[config.mk]
export PLATFORM = sky130hd
export DESIGN_NAME = mcuit_core
export DESIGN_NICKNAME = d
export VERILOG_FILES = /design/src/core/mcuit_pkg.sv /design/src/core/mcuit_alu_if.sv /design/src/core/mcuit_alu.sv /design/src/core/mcuit_core.sv
export VERILOG_INCLUDE_DIRS = /design/src /design/src/core
export SDC_FILE = /design/constraint.sdc
export NUM_CORES = 1
export LEC_CHECK = 0
export BUFFER_PORTS_ARGS = -buffer_cell sky130_fd_sc_hd__buf_2
export CORE_UTILIZATION = 24
export DETAILED_ROUTE_END_ITERATION = 12
export SYNTH_ARGS = -nofsm -noshare
export SYNTH_HDL_FRONTEND = slang
export SYNTH_SLANG_ARGS = --single-unit
[constraint.sdc]
create_clock -name mclk -period 6.9 [get_ports mclk]
set_input_delay 0.69 -clock mclk [delete_from_list [all_inputs] [get_ports mclk]]
set_output_delay 0.69 -clock mclk [all_outputs]
set_load 0.1 [all_outputs]
[src/core/mcuit_defines.svh]
// Constants for the instruction timing core: field positions, timing counts, reset values.
// Assumes inclusion by bare name from the core and ALU sources.
`ifndef MCUIT_DEFINES_SVH
`define MCUIT_DEFINES_SVH

// =====================================================================
// Instruction word fields
`define MCUIT_OP_MSB 17
`define MCUIT_OP_LSB 12
`define MCUIT_BIT_MSB 10
`define MCUIT_BIT_LSB 8
`define MCUIT_ARG_MSB 7
`define MCUIT_ARG_LSB 0

// =====================================================================
// Timing: system clocks per instruction cycle and the phase that commits
`define MCUIT_CLKS_PER_CYCLE 4
`define MCUIT_PHASE_FETCH 2'h0
`define MCUIT_PHASE_EXEC 2'h2
`define MCUIT_PHASE_LAST 2'h3

// =====================================================================
// Addresses and reset values
`define MCUIT_PCL_ADDR 8'h06
`define MCUIT_PC_RST 12'h000
`define MCUIT_BYTE_RST 8'h00
`define MCUIT_BYTE_MAX 9'h0FF

`endif

[src/core/mcuit_pkg.sv]
// Types shared by the instruction timing core and its ALU.
// Assumes nothing beyond a SystemVerilog compiler.
package mcuit_pkg;

    // =====================================================================
    // Operation codes
    typedef enum logic [5:0] {
        nop_op                = 6'b000000,
        move_mem_to_acc_op    = 6'b000001,
        move_acc_to_mem_op    = 6'b000010,
        move_imm_to_acc_op    = 6'b000011,
        add_mem_op            = 6'b000100,
        add_to_mem_op         = 6'b000101,
        add_imm_op            = 6'b000110,
        sub_mem_op            = 6'b000111,
        sub_to_mem_op         = 6'b001000,
        sub_imm_op            = 6'b001001,
        and_mem_op            = 6'b001010,
        or_mem_op             = 6'b001011,
        xor_mem_op            = 6'b001100,
        and_to_mem_op         = 6'b001101,
        or_to_mem_op          = 6'b001110,
        xor_to_mem_op         = 6'b001111,
        complement_op         = 6'b010000,
        complement_to_acc_op  = 6'b010001,
        increment_op          = 6'b010010,
        increment_to_acc_op   = 6'b010011,
        decrement_op          = 6'b010100,
        decrement_to_acc_op   = 6'b010101,
        rotate_right_op       = 6'b010110,
        rotate_left_op        = 6'b010111,
        rotate_right_carry_op = 6'b011000,
        rotate_left_carry_op  = 6'b011001,
        single_bit_set_op     = 6'b011010,
        single_bit_clear_op   = 6'b011011,
        skip_zero_op          = 6'b011100,
        skip_nonzero_op       = 6'b011101,
        skip_bit_zero_op      = 6'b011110,
        skip_bit_nonzero_op   = 6'b011111,
        skip_zero_to_acc_op   = 6'b100000,
        unconditional_jump_op = 6'b100001,
        subroutine_call_op    = 6'b100010,
        subroutine_return_op  = 6'b100011,
        interrupt_return_op   = 6'b100100,
        table_read_op         = 6'b100101
    } mcuit_op_type;

endpackage : mcuit_pkg

[src/core/mcuit_alu_if.sv]
// Operand and result bundle between the sequencer and the ALU.
// Assumes the ALU is purely combinational.
`timescale 1ns/1ps
interface mcuit_alu_if;
    import mcuit_pkg::*;
    mcuit_op_type op;
    logic [7:0] acc;
    logic [7:0] mem;
    logic [7:0] imm;
    logic [2:0] bit_idx;
    logic c_in;
    logic [7:0] res;
    logic c_out;
    logic z_out;
    logic wr_acc;
    logic wr_mem;
    logic upd_c;
    logic upd_z;
    logic skip;
    modport core (output op, acc, mem, imm, bit_idx, c_in,
                  input res, c_out, z_out, wr_acc, wr_mem, upd_c, upd_z, skip);
    modport alu (input op, acc, mem, imm, bit_idx, c_in,
                 output res, c_out, z_out, wr_acc, wr_mem, upd_c, upd_z, skip);
endinterface : mcuit_alu_if

[src/core/mcuit_alu.sv]
// Combinational ALU: result, flags, write targets and skip decision per operation.
// Assumes operands are stable for the whole execute phase.
`timescale 1ns/1ps
`include "mcuit_defines.svh"
module mcuit_alu (
    mcuit_alu_if.alu bus // Operands in, results out
);
    import mcuit_pkg::*;

    function automatic logic is_zero(input logic [7:0] v);
        is_zero = (v == `MCUIT_BYTE_RST);
    endfunction : is_zero

    logic [8:0] sum;
    logic [8:0] diff;
    logic [7:0] rhs;
    logic [7:0] bit_mask;

    always_comb begin
        rhs = (bus.op == add_imm_op || bus.op == sub_imm_op) ? bus.imm : bus.mem;
        sum = {1'b0, bus.acc} + {1'b0, rhs};
        diff = {1'b0, bus.acc} - {1'b0, rhs};
        bit_mask = 8'h01 << bus.bit_idx;
    end

    // =====================================================================
    // Operation decode
    always_comb begin
        bus.res = bus.acc;
        bus.c_out = bus.c_in;
        bus.wr_acc = 1'b0;
        bus.wr_mem = 1'b0;
        bus.upd_c = 1'b0;
        bus.upd_z = 1'b0;
        bus.skip = 1'b0;
        unique case (bus.op)
            move_mem_to_acc_op: begin
                bus.res = bus.mem;
                bus.wr_acc = 1'b1;
            end
            move_acc_to_mem_op: bus.wr_mem = 1'b1;
            move_imm_to_acc_op: begin
                bus.res = bus.imm;
                bus.wr_acc = 1'b1;
            end
            add_mem_op, add_to_mem_op, add_imm_op: begin
                bus.res = sum[7:0];
                bus.c_out = sum[8];
                bus.upd_c = 1'b1;
                bus.upd_z = 1'b1;
                bus.wr_mem = (bus.op == add_to_mem_op);
                bus.wr_acc = !bus.wr_mem;
            end
            sub_mem_op, sub_to_mem_op, sub_imm_op: begin
                bus.res = diff[7:0];
                bus.c_out = diff[8];
                bus.upd_c = 1'b1;
                bus.upd_z = 1'b1;
                bus.wr_mem = (bus.op == sub_to_mem_op);
                bus.wr_acc = !bus.wr_mem;
            end
            and_mem_op, and_to_mem_op, or_mem_op, or_to_mem_op, xor_mem_op, xor_to_mem_op: begin
                if (bus.op == and_mem_op || bus.op == and_to_mem_op) begin
                    bus.res = bus.acc & bus.mem;
                end else if (bus.op == or_mem_op || bus.op == or_to_mem_op) begin
                    bus.res = bus.acc | bus.mem;
                end else begin
                    bus.res = bus.acc ^ bus.mem;
                end
                bus.upd_z = 1'b1;
                bus.wr_mem = (bus.op == and_to_mem_op || bus.op == or_to_mem_op || bus.op == xor_to_mem_op);
                bus.wr_acc = !bus.wr_mem;
            end
            complement_op, complement_to_acc_op: begin
                bus.res = ~bus.mem;
                bus.upd_z = 1'b1;
                bus.wr_mem = (bus.op == complement_op);
                bus.wr_acc = !bus.wr_mem;
            end
            increment_op, increment_to_acc_op, decrement_op, decrement_to_acc_op: begin
                if (bus.op == increment_op || bus.op == increment_to_acc_op) begin
                    bus.res = bus.mem + 8'h01;
                end else begin
                    bus.res = bus.mem - 8'h01;
                end
                bus.upd_z = 1'b1;
                bus.wr_mem = (bus.op == increment_op || bus.op == decrement_op);
                bus.wr_acc = !bus.wr_mem;
            end
            rotate_right_op: begin
                bus.res = {bus.mem[0], bus.mem[7:1]};
                bus.wr_mem = 1'b1;
            end
            rotate_left_op: begin
                bus.res = {bus.mem[6:0], bus.mem[7]};
                bus.wr_mem = 1'b1;
            end
            rotate_right_carry_op: begin
                bus.res = {bus.c_in, bus.mem[7:1]};
                bus.c_out = bus.mem[0];
                bus.upd_c = 1'b1;
                bus.wr_mem = 1'b1;
            end
            rotate_left_carry_op: begin
                bus.res = {bus.mem[6:0], bus.c_in};
                bus.c_out = bus.mem[7];
                bus.upd_c = 1'b1;
                bus.wr_mem = 1'b1;
            end
            single_bit_set_op: begin
                bus.res = bus.mem | bit_mask;
                bus.wr_mem = 1'b1;
            end
            single_bit_clear_op: begin
                bus.res = bus.mem & ~bit_mask;
                bus.wr_mem = 1'b1;
            end
            skip_zero_op: bus.skip = is_zero(bus.mem);
            skip_nonzero_op: bus.skip = !is_zero(bus.mem);
            skip_bit_zero_op: bus.skip = !bus.mem[bus.bit_idx];
            skip_bit_nonzero_op: bus.skip = bus.mem[bus.bit_idx];
            skip_zero_to_acc_op: begin
                bus.res = bus.mem;
                bus.wr_acc = 1'b1;
                bus.skip = is_zero(bus.mem);
            end
            default: bus.res = bus.acc;
        endcase
        bus.z_out = is_zero(bus.res);
    end

endmodule : mcuit_alu

[src/core/mcuit_core.sv]
// Instruction sequencer of an 8-bit core: four-clock instruction cycles, branch and skip timing, stack.
// Assumes program and data memories answer combinationally within the same clock.
`timescale 1ns/1ps
`include "mcuit_defines.svh"

module mcuit_core #(
    parameter int PC_W = 12,
    parameter int INSTR_W = 18,
    parameter int STACK_DEPTH = 8
) (
    input wire logic mclk, // System clock
    input wire logic reset_n, // Asynchronous reset, active low
    input wire logic ce, // Clock enable; low freezes all state except the reset synchronizer
    output logic [PC_W-1:0] prog_addr, // Program memory address
    input wire logic [INSTR_W-1:0] prog_data, // Program memory word
    output logic [7:0] dm_addr, // Data memory address
    input wire logic [7:0] dm_rdata, // Data memory read data
    output logic [7:0] dm_wdata, // Data memory write data
    output logic dm_we, // Data memory write strobe
    output logic [7:0] acc, // Accumulator
    output logic zero_flag, // Zero flag
    output logic carry_flag, // Carry or borrow flag
    output logic int_enable // Set by interrupt return
);
    import mcuit_pkg::*;

    localparam int SP_W = $clog2(STACK_DEPTH);

    // =====================================================================
    // Reset release
    logic rst_meta_r;
    logic rst_n_sync_r;
    always_ff @(posedge mclk or negedge reset_n) begin
        if (!reset_n) begin
            rst_meta_r <= 1'b0;
            rst_n_sync_r <= 1'b0;
        end else begin
            rst_meta_r <= 1'b1;
            rst_n_sync_r <= rst_meta_r;
        end
    end

    // =====================================================================
    // State
    logic [1:0] phase_r;
    logic wait_r;
    logic tbl_r;
    logic [PC_W-1:0] pc_r;
    logic [PC_W-1:0] pc_nxt;
    logic wait_nxt;
    logic [PC_W-1:0] prog_addr_r;
    logic [INSTR_W-1:0] instr_r;
    logic [7:0] acc_r;
    logic [7:0] dm_wdata_r;
    logic dm_we_r;
    logic zero_r;
    logic carry_r;
    logic int_en_r;
    logic [PC_W-1:0] stack_r [STACK_DEPTH];
    logic [SP_W-1:0] sp_r;
    logic exec;
    logic pcl_wr;
    mcuit_op_type op;
    logic [7:0] arg;
    logic [7:0] mem_val;

    mcuit_alu_if alu_if ();
    mcuit_alu u_alu (
        .bus(alu_if.alu)
    );

    assign op = mcuit_op_type'(instr_r[`MCUIT_OP_MSB:`MCUIT_OP_LSB]);
    assign arg = instr_r[`MCUIT_ARG_MSB:`MCUIT_ARG_LSB];
    // The low program counter byte reads back as the live counter, not memory
    assign mem_val = (arg == `MCUIT_PCL_ADDR) ? pc_r[7:0] : dm_rdata;
    assign exec = ce && phase_r == `MCUIT_PHASE_EXEC && !wait_r && !tbl_r;
    assign pcl_wr = alu_if.wr_mem && arg == `MCUIT_PCL_ADDR;

    assign alu_if.op = op;
    assign alu_if.acc = acc_r;
    assign alu_if.mem = mem_val;
    assign alu_if.imm = arg;
    assign alu_if.bit_idx = instr_r[`MCUIT_BIT_MSB:`MCUIT_BIT_LSB];
    assign alu_if.c_in = carry_r;

    // =====================================================================
    // Next program counter
    always_comb begin
        pc_nxt = pc_r + PC_W'(1);
        wait_nxt = 1'b0;
        if (op == unconditional_jump_op || op == subroutine_call_op) begin
            pc_nxt = instr_r[PC_W-1:0];
            wait_nxt = 1'b1;
        end else if (op == subroutine_return_op || op == interrupt_return_op) begin
            pc_nxt = stack_r[sp_r - SP_W'(1)];
            wait_nxt = 1'b1;
        end else if (pcl_wr) begin
            pc_nxt = {pc_r[PC_W-1:8], alu_if.res};
            wait_nxt = 1'b1;
        end else if (alu_if.skip) begin
            // Skipped word is bypassed by the dead cycle rather than executed
            pc_nxt = pc_r + PC_W'(2);
            wait_nxt = 1'b1;
        end
    end

    // =====================================================================
    // Sequencer: four phases per instruction cycle
    always_ff @(posedge mclk or negedge rst_n_sync_r) begin
        if (!rst_n_sync_r) begin
            phase_r <= `MCUIT_PHASE_FETCH;
            wait_r <= 1'b0;
            tbl_r <= 1'b0;
            pc_r <= `MCUIT_PC_RST;
            prog_addr_r <= `MCUIT_PC_RST;
            instr_r <= '0;
        end else if (ce) begin
            phase_r <= phase_r + 2'h1;
            if (phase_r == `MCUIT_PHASE_FETCH && !wait_r && !tbl_r) begin
                instr_r <= prog_data;
            end
            if (phase_r == `MCUIT_PHASE_EXEC) begin
                if (wait_r) begin
                    wait_r <= 1'b0;
                end else if (tbl_r) begin
                    tbl_r <= 1'b0;
                    prog_addr_r <= pc_r;
                end else begin
                    pc_r <= pc_nxt;
                    wait_r <= wait_nxt;
                    tbl_r <= (op == table_read_op);
                    prog_addr_r <= (op == table_read_op) ? PC_W'(mem_val) : pc_nxt;
                end
            end
        end
    end

    // =====================================================================
    // Accumulator, flags and data memory write
    always_ff @(posedge mclk or negedge rst_n_sync_r) begin
        if (!rst_n_sync_r) begin
            acc_r <= `MCUIT_BYTE_RST;
            zero_r <= 1'b0;
            carry_r <= 1'b0;
            dm_we_r <= 1'b0;
            dm_wdata_r <= `MCUIT_BYTE_RST;
        end else if (ce) begin
            // Write lands during the last phase while the address is still held
            dm_we_r <= exec && alu_if.wr_mem && !pcl_wr;
            if (exec) begin
                dm_wdata_r <= alu_if.res;
                if (alu_if.wr_acc) begin
                    acc_r <= alu_if.res;
                end
                if (alu_if.upd_z) begin
                    zero_r <= alu_if.z_out;
                end
                if (alu_if.upd_c) begin
                    carry_r <= alu_if.c_out;
                end
            end else if (tbl_r && phase_r == `MCUIT_PHASE_EXEC) begin
                acc_r <= prog_data[7:0];
            end
        end
    end

    // =====================================================================
    // Return stack; overflow wraps and silently overwrites the oldest entry
    always_ff @(posedge mclk or negedge rst_n_sync_r) begin
        if (!rst_n_sync_r) begin
            sp_r <= '0;
            int_en_r <= 1'b0;
            for (int i = 0; i < STACK_DEPTH; i++) begin
                stack_r[i] <= `MCUIT_PC_RST;
            end
        end else if (exec) begin
            if (op == subroutine_call_op) begin
                stack_r[sp_r] <= pc_r + PC_W'(1);
                sp_r <= sp_r + SP_W'(1);
            end else if (op == subroutine_return_op || op == interrupt_return_op) begin
                sp_r <= sp_r - SP_W'(1);
                if (op == interrupt_return_op) begin
                    int_en_r <= 1'b1;
                end
            end
        end
    end

    assign prog_addr = prog_addr_r;
    assign dm_addr = arg;
    assign dm_wdata = dm_wdata_r;
    assign dm_we = dm_we_r;
    assign acc = acc_r;
    assign zero_flag = zero_r;
    assign carry_flag = carry_r;
    assign int_enable = int_en_r;
endmodule : mcuit_core

# Word level (Yosys, flattened, before mapping)
# Index checks and enable logic that the tools add are counted.
# word_totals
reg_bits	167
in_bits	29
output_inout_bits	40
# op_classes
n_addsub	9
n_lt_le_gt_ge	4
eq_ne	40
n_shift	1
muxes	38
n_bitwise	12
reduce_logical	57
# ops
op	n
2-to-1 mux 12 bit	9
one-hot mux 8 bit (13 select lines)	1
bitwise mux 96 bit	1
== test 6 x 5 -> 1 bit, second input constant	16
2-to-1 mux 8 bit	8
== test 6 x 4 -> 1 bit, second input constant	8
binary-select mux 12 bit (select 3 bit)	1
demux 12 bit (select 3 bit)	1
== test 6 bit, second input constant	6
== test 6 x 3 -> 1 bit, second input constant	4
OR reduction 18 bit	1
bitwise AND 8 bit	2
logical NOT 8 bit	2
NOT 8 bit	2
OR 8 bit	2
adder 12 x 1 -> 12 bit, second input constant	1
adder 12 x 2 -> 12 bit, second input constant	1
== test 6 x 2 -> 1 bit, second input constant	2
one-hot mux 1 bit (6 select lines)	2
AND reduction 4 bit	3
logical AND 1 bit	10
logical NOT 1 bit	10
2-to-1 mux 1 bit	10
AND reduction 2 bit	5
other kinds (32)	53

# Longest topological paths before layout
# Gate-level depths: netlist (run 1).
# depth
depth_word	12
mapped_depth	22
ltp_nobuf	19

# Modules after synthesis
# A second synthesis (run 1) with hierarchy kept.
# hier_totals
cells_unflattened	1218
area_unflattened_um2	11214.5
# modules_own_cells
module	n_inst	cells_per_inst	area_per_inst_um2	seq_area_each_um2
mcuit_core	1	778	8174.1	4179.0
mcuit_alu	1	440	3040.4	0.0

# Least setup slack after synthesis (run 1)
# OpenSTA, ideal clock, no wires.
# synth_path
path_type	reg2reg
start	reg instr_r[12]
end	reg acc_r[7] (netlist: acc[7])
t_arrival_ns	4.401
required_time_ns	6.817
path_slack_ns	2.416
stages_incl_launch_ff	21
n_path_buf	5
period_less_slack_ns	4.484
path_cell_list	dfrtp_1 -> clkbuf_1 -> clkbuf_1 -> nor2b_1 -> a22oi_1 -> nand2b_1 -> clkbuf_1 -> clkbuf_1 -> o21a_1 -> ha_1 -> clkbuf_1 -> nor3_1 -> a2111oi_0 -> a21oi_1 -> xor2_1 -> o22ai_1 -> o32ai_1 -> o21ai_1 -> nor2_1 -> or4_1 -> o21ai_0
# synth_between
elab_chain_cells	7
elab_cells_between_ends	58
cone_classes	add/sub (2); eq/ne (28); mux (8); reduce/logical (20)
# synth_lines
element	line_no	text
start: declaration	mcuit_core.sv:52	logic [INSTR_W-1:0] instr_r;
start signal: assignment	mcuit_core.sv:120	instr_r <= prog_data;
== test 6 x 3 -> 1 bit (tied with other cells)	mcuit_alu.sv:20, mcuit_alu.sv:36	
logical OR 1 bit, on equally long branches	mcuit_alu.sv:20, mcuit_alu.sv:65, mcuit_alu.sv:71	
2-to-1 mux 8 bit (tied with other cells)	mcuit_alu.sv:20	rhs = (bus.op == add_imm_op || bus.op == sub_imm_op) ? bus.imm : bus.mem;
subtractor 8 x 8 -> 9 bit (tied with other cells)	mcuit_alu.sv:22	diff = {1'b0, bus.acc} - {1'b0, rhs};
one-hot mux 8 bit (13 select lines) / one-hot mux 1 bit (6 select lines) (equally long branches)	mcuit_alu.sv:36	unique case (bus.op)
2-to-1 mux 8 bit / != test 2 x 1 -> 1 bit (equally long branches)	n/a	
2-to-1 mux 8 bit / AND reduction 3 bit (equally long branches)	n/a	
end signal: assignment	mcuit_core.sv:142	acc_r <= `MCUIT_BYTE_RST;
end signal: assignment	mcuit_core.sv:153	acc_r <= alu_if.res;
end signal: assignment	mcuit_core.sv:162	acc_r <= prog_data[7:0];
end: declaration	mcuit_core.sv:53	logic [7:0] acc_r;
# Several ways; a longest one is shown, not always the timed one. The select of a mux whose other input is x is not followed.
# A chain may end at the register's enable or synchronous reset.

# Worst setup path in the final report (run 1)
# layout_path
start	reg instr_r[14]
end	reg acc_r[7] (netlist: acc[7])
# Same word-level chain as after synthesis.

==> results.md, run 1 <==
- Setup crit start kind: register
- Synth unique cells: 86
- Crit path DAT: a little under 6000 ps
- Syn Nets: 1288
- Io pins: 69
- Input/output buffers: 68
- Placed cells: 1796
- Peak VDD IR: 0.301 mV
- Yosys reg bits: approximately 170
- Highest clock rate: 186 MHz
- Clock-pin transition on the worst setup and hold timing paths: 70 ps
- Final Critical Period: 5390 ps
- Status: complete, no violations
- Vias per inst: approximately 5.2
- Cell Area, Synth: 10900 sq um
- DR WL/cell: 20.1 microns
- Slowest Stage Delay on Critical Path: 780 ps
- CTS root buf: clkbuf_16
- Nets: 1301
- Async S/R FF share, synth: 100%
- Initial core utilization: around a quarter
- Buf/Inv on CP: 0
- 1st-pass router iterations: 5
- Clock Latency Late Sink: 450 ps
- Width of the die: 215 microns
- Remaining global-route overflow: 0
- Crit path required time: 7280 ps
- Slowest-stage cell, CP: dfrtp_1
- GP Congestion: roughly 0.94
- Top cell family by delay on the critical path: compound AO/OA/AOI/OAI gates
- Synth warn: 0
- HPWL after detailed placement: 26.2 mm
- Crit path cell chain: nor2b_1 -> a22oi_1 -> nand2b_1 -> o21a_1 -> ha_1 -> nor3_1 -> a2111oi_0 -> a21oi_1 -> xor2_1 -> o22ai_1 -> o32ai_1 -> o21ai_1 -> nor2_1 -> or4_1 -> o21ai_0
- Avg Cell Area, Syn: between 8 and 9 sq um
- Fin util: 27.8%
- Antenna Violating Nets Remaining: 0
- Antenna diodes: 0
- Clock sinks: 167
- Total core area: 44400 sq um
- Max-slew headroom: between 30% and 40%
- Setup violators final: 0
- GRT Util Overall: between 10% and 20%
- Max_cap viols: 0
- CTS tree: yes
- CTS Buf Count: 17
- Sequential fraction of the synthesis area: 38.5%
- Vias in the first global route: between 9000 and 10000
- Total power draw: 5810 uW
- CP max FO: 25
- Initial antenna violation count: 0
- Number of H-tree levels: 4
- Layout area overhead: 13.7%
- Layout cell share with drive strength beyond 1: 16.2%
- Full die area: 46100 sq um
- RSZ-0062 raised after global routing: false
- Post-Route WL: 36.8 mm
- Least-Margin Pin Slew: 1040 ps
- DRC: 0
- Die H: between 200 and 250 microns
- PD cells: 470 nW/um^2
- Vias: ~9500
- Leak Pwr: about 0.0054 uW
- Clk buf depth: 2
- First-pass GRT wire length: 57.9 mm
- Hold Path Class: reg -> async
- Setup TNS: 0 ps
- Cells after Synth: 1211
- Top_reg_cell synth: dfrtp_1
- Worst Skew: 13.2 ps
- Slew Limit Fails: 0
- Row cnt: 77
- Largest net degree at the start of global routing: between 70 and 80
- Iteration-0 DRC Markers: 812
- Setup CP Type: reg -> reg
- Area after DPL: 11700 sq um
- Fin cells: ~1800
- EDFF count, synth: 0
- CP Capture Type: register
- Finished Cell Area: around 12000 sq um
- Final Hold Vio Count: 0
- Final Cycle Share: 78.1%
-- cell type report --
class	count	area (sq um)
clock buffers	20	457
multi-input cells	905	6150
clock inverters	12	164
well taps	592	741
flip-flops and latches	167	4180
inverters	48	180
fillers	4743	32100
repair buffers	85	470
-- logic make-up after synthesis --
group,share of synthesized area [%]
flip-flops,38.5
adder cells (fa/ha/maj),5.74
multiplexers,9.98
XOR/XNOR,2.66
buffers and inverters,5.27
AND/OR/NAND/NOR,17.7
AO/OA/AOI/OAI,20.1
other,0.0345
-- report_power, final --
group / internal (uW) / total [uW] / switching (uW)
clock: 596 / 1030 / 433
combinational: 921 / 3130 / 2200
sequential: 1170 / 1650 / 482
-- layout by cell type, fill, tap and decap left out, types with 7 or more instances in the layout --
cell type,instances
a21o_1,10
a21oi_1,99
a22oi_1,7
a31oi_1,17
and3_1,11
buf_2,68
buf_4,16
clkbuf_16,17
dfrtp_1,165
ha_1,45
inv_1,45
mux2_2,28
mux2i_1,19
mux4_2,25
nand2_1,139
nand2b_1,8
nand3_1,26
nand3b_1,8
nand4_1,12
nor2_1,120
nor2b_1,12
nor3_1,14
o211ai_1,14
o21a_1,9
o21ai_0,85
o21ai_1,15
o22ai_1,13
o31ai_1,7
or3_1,7
xnor2_1,11
xor2_1,22
-- timing repair --
item	in CTS	in global routing
resized for setup	0	0
setup endpoints to repair	0	0
hold buffers	1	0
buffers inserted	0	0
endpoints found under the hold margin	2	0
-- flip-flops by register name, summed over array words and instances, names as in the netlist --
signal and cells:
rst_n_sync_r 1, acc 8, dm_we 1, wait_r 1, stack_r 96, instr_r 18
int_enable 1, tbl_r 1, dm_wdata 8, sp_r 3, zero_flag 1, phase_r 2
rst_meta_r 1, prog_addr 12, pc_r 12, carry_flag 1
-- Yosys cell counts, types with 12 or more instances --
cell type	n	share of area [%]
clkbuf_1	68	2.4
o21ai_0	85	3.9
o211ai_1	14	0.97
nand3_1	26	1.2
dfrtp_1	167	38
mux4_2	25	5.2
nor3_1	16	0.74
nand2_1	139	4.8
nor2b_1	12	0.69
a21oi_1	99	4.6
o21ai_1	15	0.69
ha_1	45	5.2
a31oi_1	17	0.98
mux2i_1	19	1.8
o22ai_1	13	0.75
xor2_1	22	1.8
nand4_1	12	0.69
inv_1	45	1.6
nor2_1	120	4.1
mux2_2	28	2.9
-- path summary, 6_finish.rpt --
path / start / to / slack, ps / cells past startpoint
max in group asynchronous: rst_n_sync_r / dm_wdata[0] / 5250 / 1
worst min register to register: rst_n_sync_r / stack_r[32] / 290 / 0
worst min-delay path: rst_n_sync_r / stack_r[32] / 290 / 0
worst max register to register: instr_r[14] / acc[7] / 1510 / 15
worst max-delay path: instr_r[14] / acc[7] / 1510 / 15
min in group mclk: rst_meta_r / rst_n_sync_r / 370 / 0
-- through the flow --
| stage | hold slack [ps] | worst slack, ps |
|---|---|---|
| CTS | 313 | 1550 |
| finish | 291 | 1510 |
| detailed placement | 305 | 1580 |
| global route | 334 | 957 |
| global placement | 299 | 1730 |
| floorplan | 331 | 1900 |
-- worst reg2reg max path: stages, from the launching register on --
cell and delay, ps:
dfrtp_1 780, nor2b_1 600, a22oi_1 160, nand2b_1 500, o21a_1 370, ha_1 430, nor3_1 90, a2111oi_0 770
a21oi_1 180, xor2_1 180, o22ai_1 240, o32ai_1 140, o21ai_1 240, nor2_1 100, or4_1 470, o21ai_0 80
-- per-layer routing --
layer  GRT usage, %  share of wire (%)
met1           21.9                 44
met3           3.29                6.9
met4           4.45                2.2
met2           26.3                 47
met5              0                  0
(Power assumes the default switching activity.)
==> run 2: changes to the inputs <==
Clock period 6.9 ns to 4.35 ns, I/O delays scaled along.
==> results.md, run 2 (synthesis results as in run 1) <==
- Placed cells: 1854
- Layout cell share with drive strength beyond 1: 20.7%
- Die H: 215 microns
- Clock-pin transition on the worst setup and hold timing paths: 80 ps
- Io pins: 69
- Slew Limit Fails: 0
- Remaining global-route overflow: 0
- Final Hold Vio Count: 0
- Highest clock rate: between 200 and 250 MHz
- First-pass GRT wire length: 60.0 mm
- Vias in the first global route: 9524
- Max-slew headroom: between 30% and 40%
- DRC: 0
- PD cells: 756 nW/um^2
- Width of the die: 215 microns
- HPWL after detailed placement: 28.6 mm
- Most common cell after layout, fill and taps aside: dfrtp_1
- Layout area overhead: 18.0%
- Vias: slightly below 10000
- Input/output buffers: between 60 and 70
- Initial antenna violation count: 0
- Reg area: 4180 sq um
- Clock Latency Late Sink: 460 ps
- DR WL/cell: slightly above 20 microns
- Crit path DAT: 4500 ps
- Least-Margin Pin Slew: about 1000 ps
- CP Capture Type: register
- Most frequent cells in the layout: dfrtp_1, nand2_1, nor2_1
- Antenna diodes: 0
- Peak VDD IR: 0.624 mV
- WHS: between 150 and 200 ps
- Full die area: 46100 sq um
- Max_cap viols: 0
- Crit path required time: 4690 ps
- Clk buf depth: 2
- Post-Route WL: 38.7 mm
- Row cnt: 77
- Fill cell count: 4694
- Setup CP Type: reg -> reg
- 1st-pass router iterations: 5
- Setup crit start kind: register
- Largest registers: stack_r (96), instr_r (18)
- Initial core utilization: 24.4%
- Status: complete, no violations
- Leak Pwr: 0.00565 uW
- CTS root buf: clkbuf_16
- CP max FO: 6
- Vias per inst: between 5 and 6
- Largest register FFs: 96
- Clock sinks: 167
- Iteration-0 DRC Markers: 901
- GRT Util Overall: 16.9%
- Total core area: 44400 sq um
- Postcts setup bufs: 0
- Area of the multi-input gates: 6180 sq um
- Top reg by flops: stack_r
- Setup violators final: 0
- Largest net degree at the start of global routing: around 170
- GP Congestion: 0.957
- Nets: 1359
- Fin cells: 1887
- Antenna Violating Nets Remaining: 0
- Setup TNS: 0 ps
- Final Cycle Share: between 90% and 100%
- CTS tree: yes
- Hold Path Class: in -> reg
- Worst Skew: 14.2 ps
- CTS Buf Count: 17
- RSZ-0062 raised after global routing: false
- Final Critical Period: roughly 4200 ps
- Number of H-tree levels: 4
run 2: changes by cell type in the layout (fill, tap and decap cells not counted), moves of 2 or more:
cell       previous run  this run
buf_4                16        72
buf_12                0         2
clkinv_8              0         2
bufinv_16             3         1
run 2: what timing repair did:
item	in CTS	in global routing
hold endpoints to repair	2	0
setup endpoints to repair	1	4
gates resized for setup	1	6
pin swaps	0	1
hold buffers	1	0
run 2: layer usage:
layer	track usage [%]	up-vias	share of wire (%)	routed length [microns]
met5	0	-	0	0
met3	3.11	59	6.2	2390
met1	22.3	4877	44	17000
li1	-	4495	-	-
met4	4.90	0	2.3	899
met2	28.2	355	48	18400
run 2: critical path, cell delays in order (launching register included):
cell	delay (ps)
dfrtp_1	430
and4bb_1	380
nand2_2	160
mux2_2	320
inv_1	100
nand2_1	60
o21a_1	130
ha_1	310
and3_1	190
a2111o_1	460
o31ai_2	220
xor2_1	200
o22ai_2	130
o32ai_2	330
o21ai_2	130
o221ai_1	280
o21a_1	170
o21ai_1	60
run 2: report_power, final:
part           switching [uW]  internal [uW]  total, uW
clock                     743            829       1570
combinational            4050           1770       5820
sequential                431           1860       2290
total                    5220           4460       9680
run 2: layout make-up:
type	count	share of cell area, %
well taps	592	5.78
multi-input cells	905	48.2
clock inverters	14	1.24
clock buffers	18	3.43
flip-flops and latches	167	32.7
inverters	48	1.41
repair buffers	143	7.27
run 2: path summary, 6_finish.rpt:
kind / slack, ps / cells after the start / endpoint / startpoint
setup / recovery: 190 / 17 / prog_addr[7] / instr_r[3]
hold / removal: 180 / 3 / instr_r[8] / prog_data[8]
setup reg to reg: 190 / 17 / prog_addr[7] / instr_r[3]
hold reg to reg: 360 / 0 / rst_n_sync_r / rst_meta_r
max in group asynchronous: 3170 / 1 / sp_r[0] / rst_n_sync_r
min in group asynchronous: 280 / 2 / rst_n_sync_r / reset_n
run 2: per-stage QoR:
step                instance area (sq um)  total power [uW]  util (%)  setup WS, ps
floorplan                           10900              6230         -          47.4
CTS                                 12800              9580      28.8          80.3
global placement                    12200              7960      27.4           183
detailed placement                  12200              7990      27.4          87.8
global route                        12800             10200      28.8          43.0
finish                              12800              9680      28.8           188
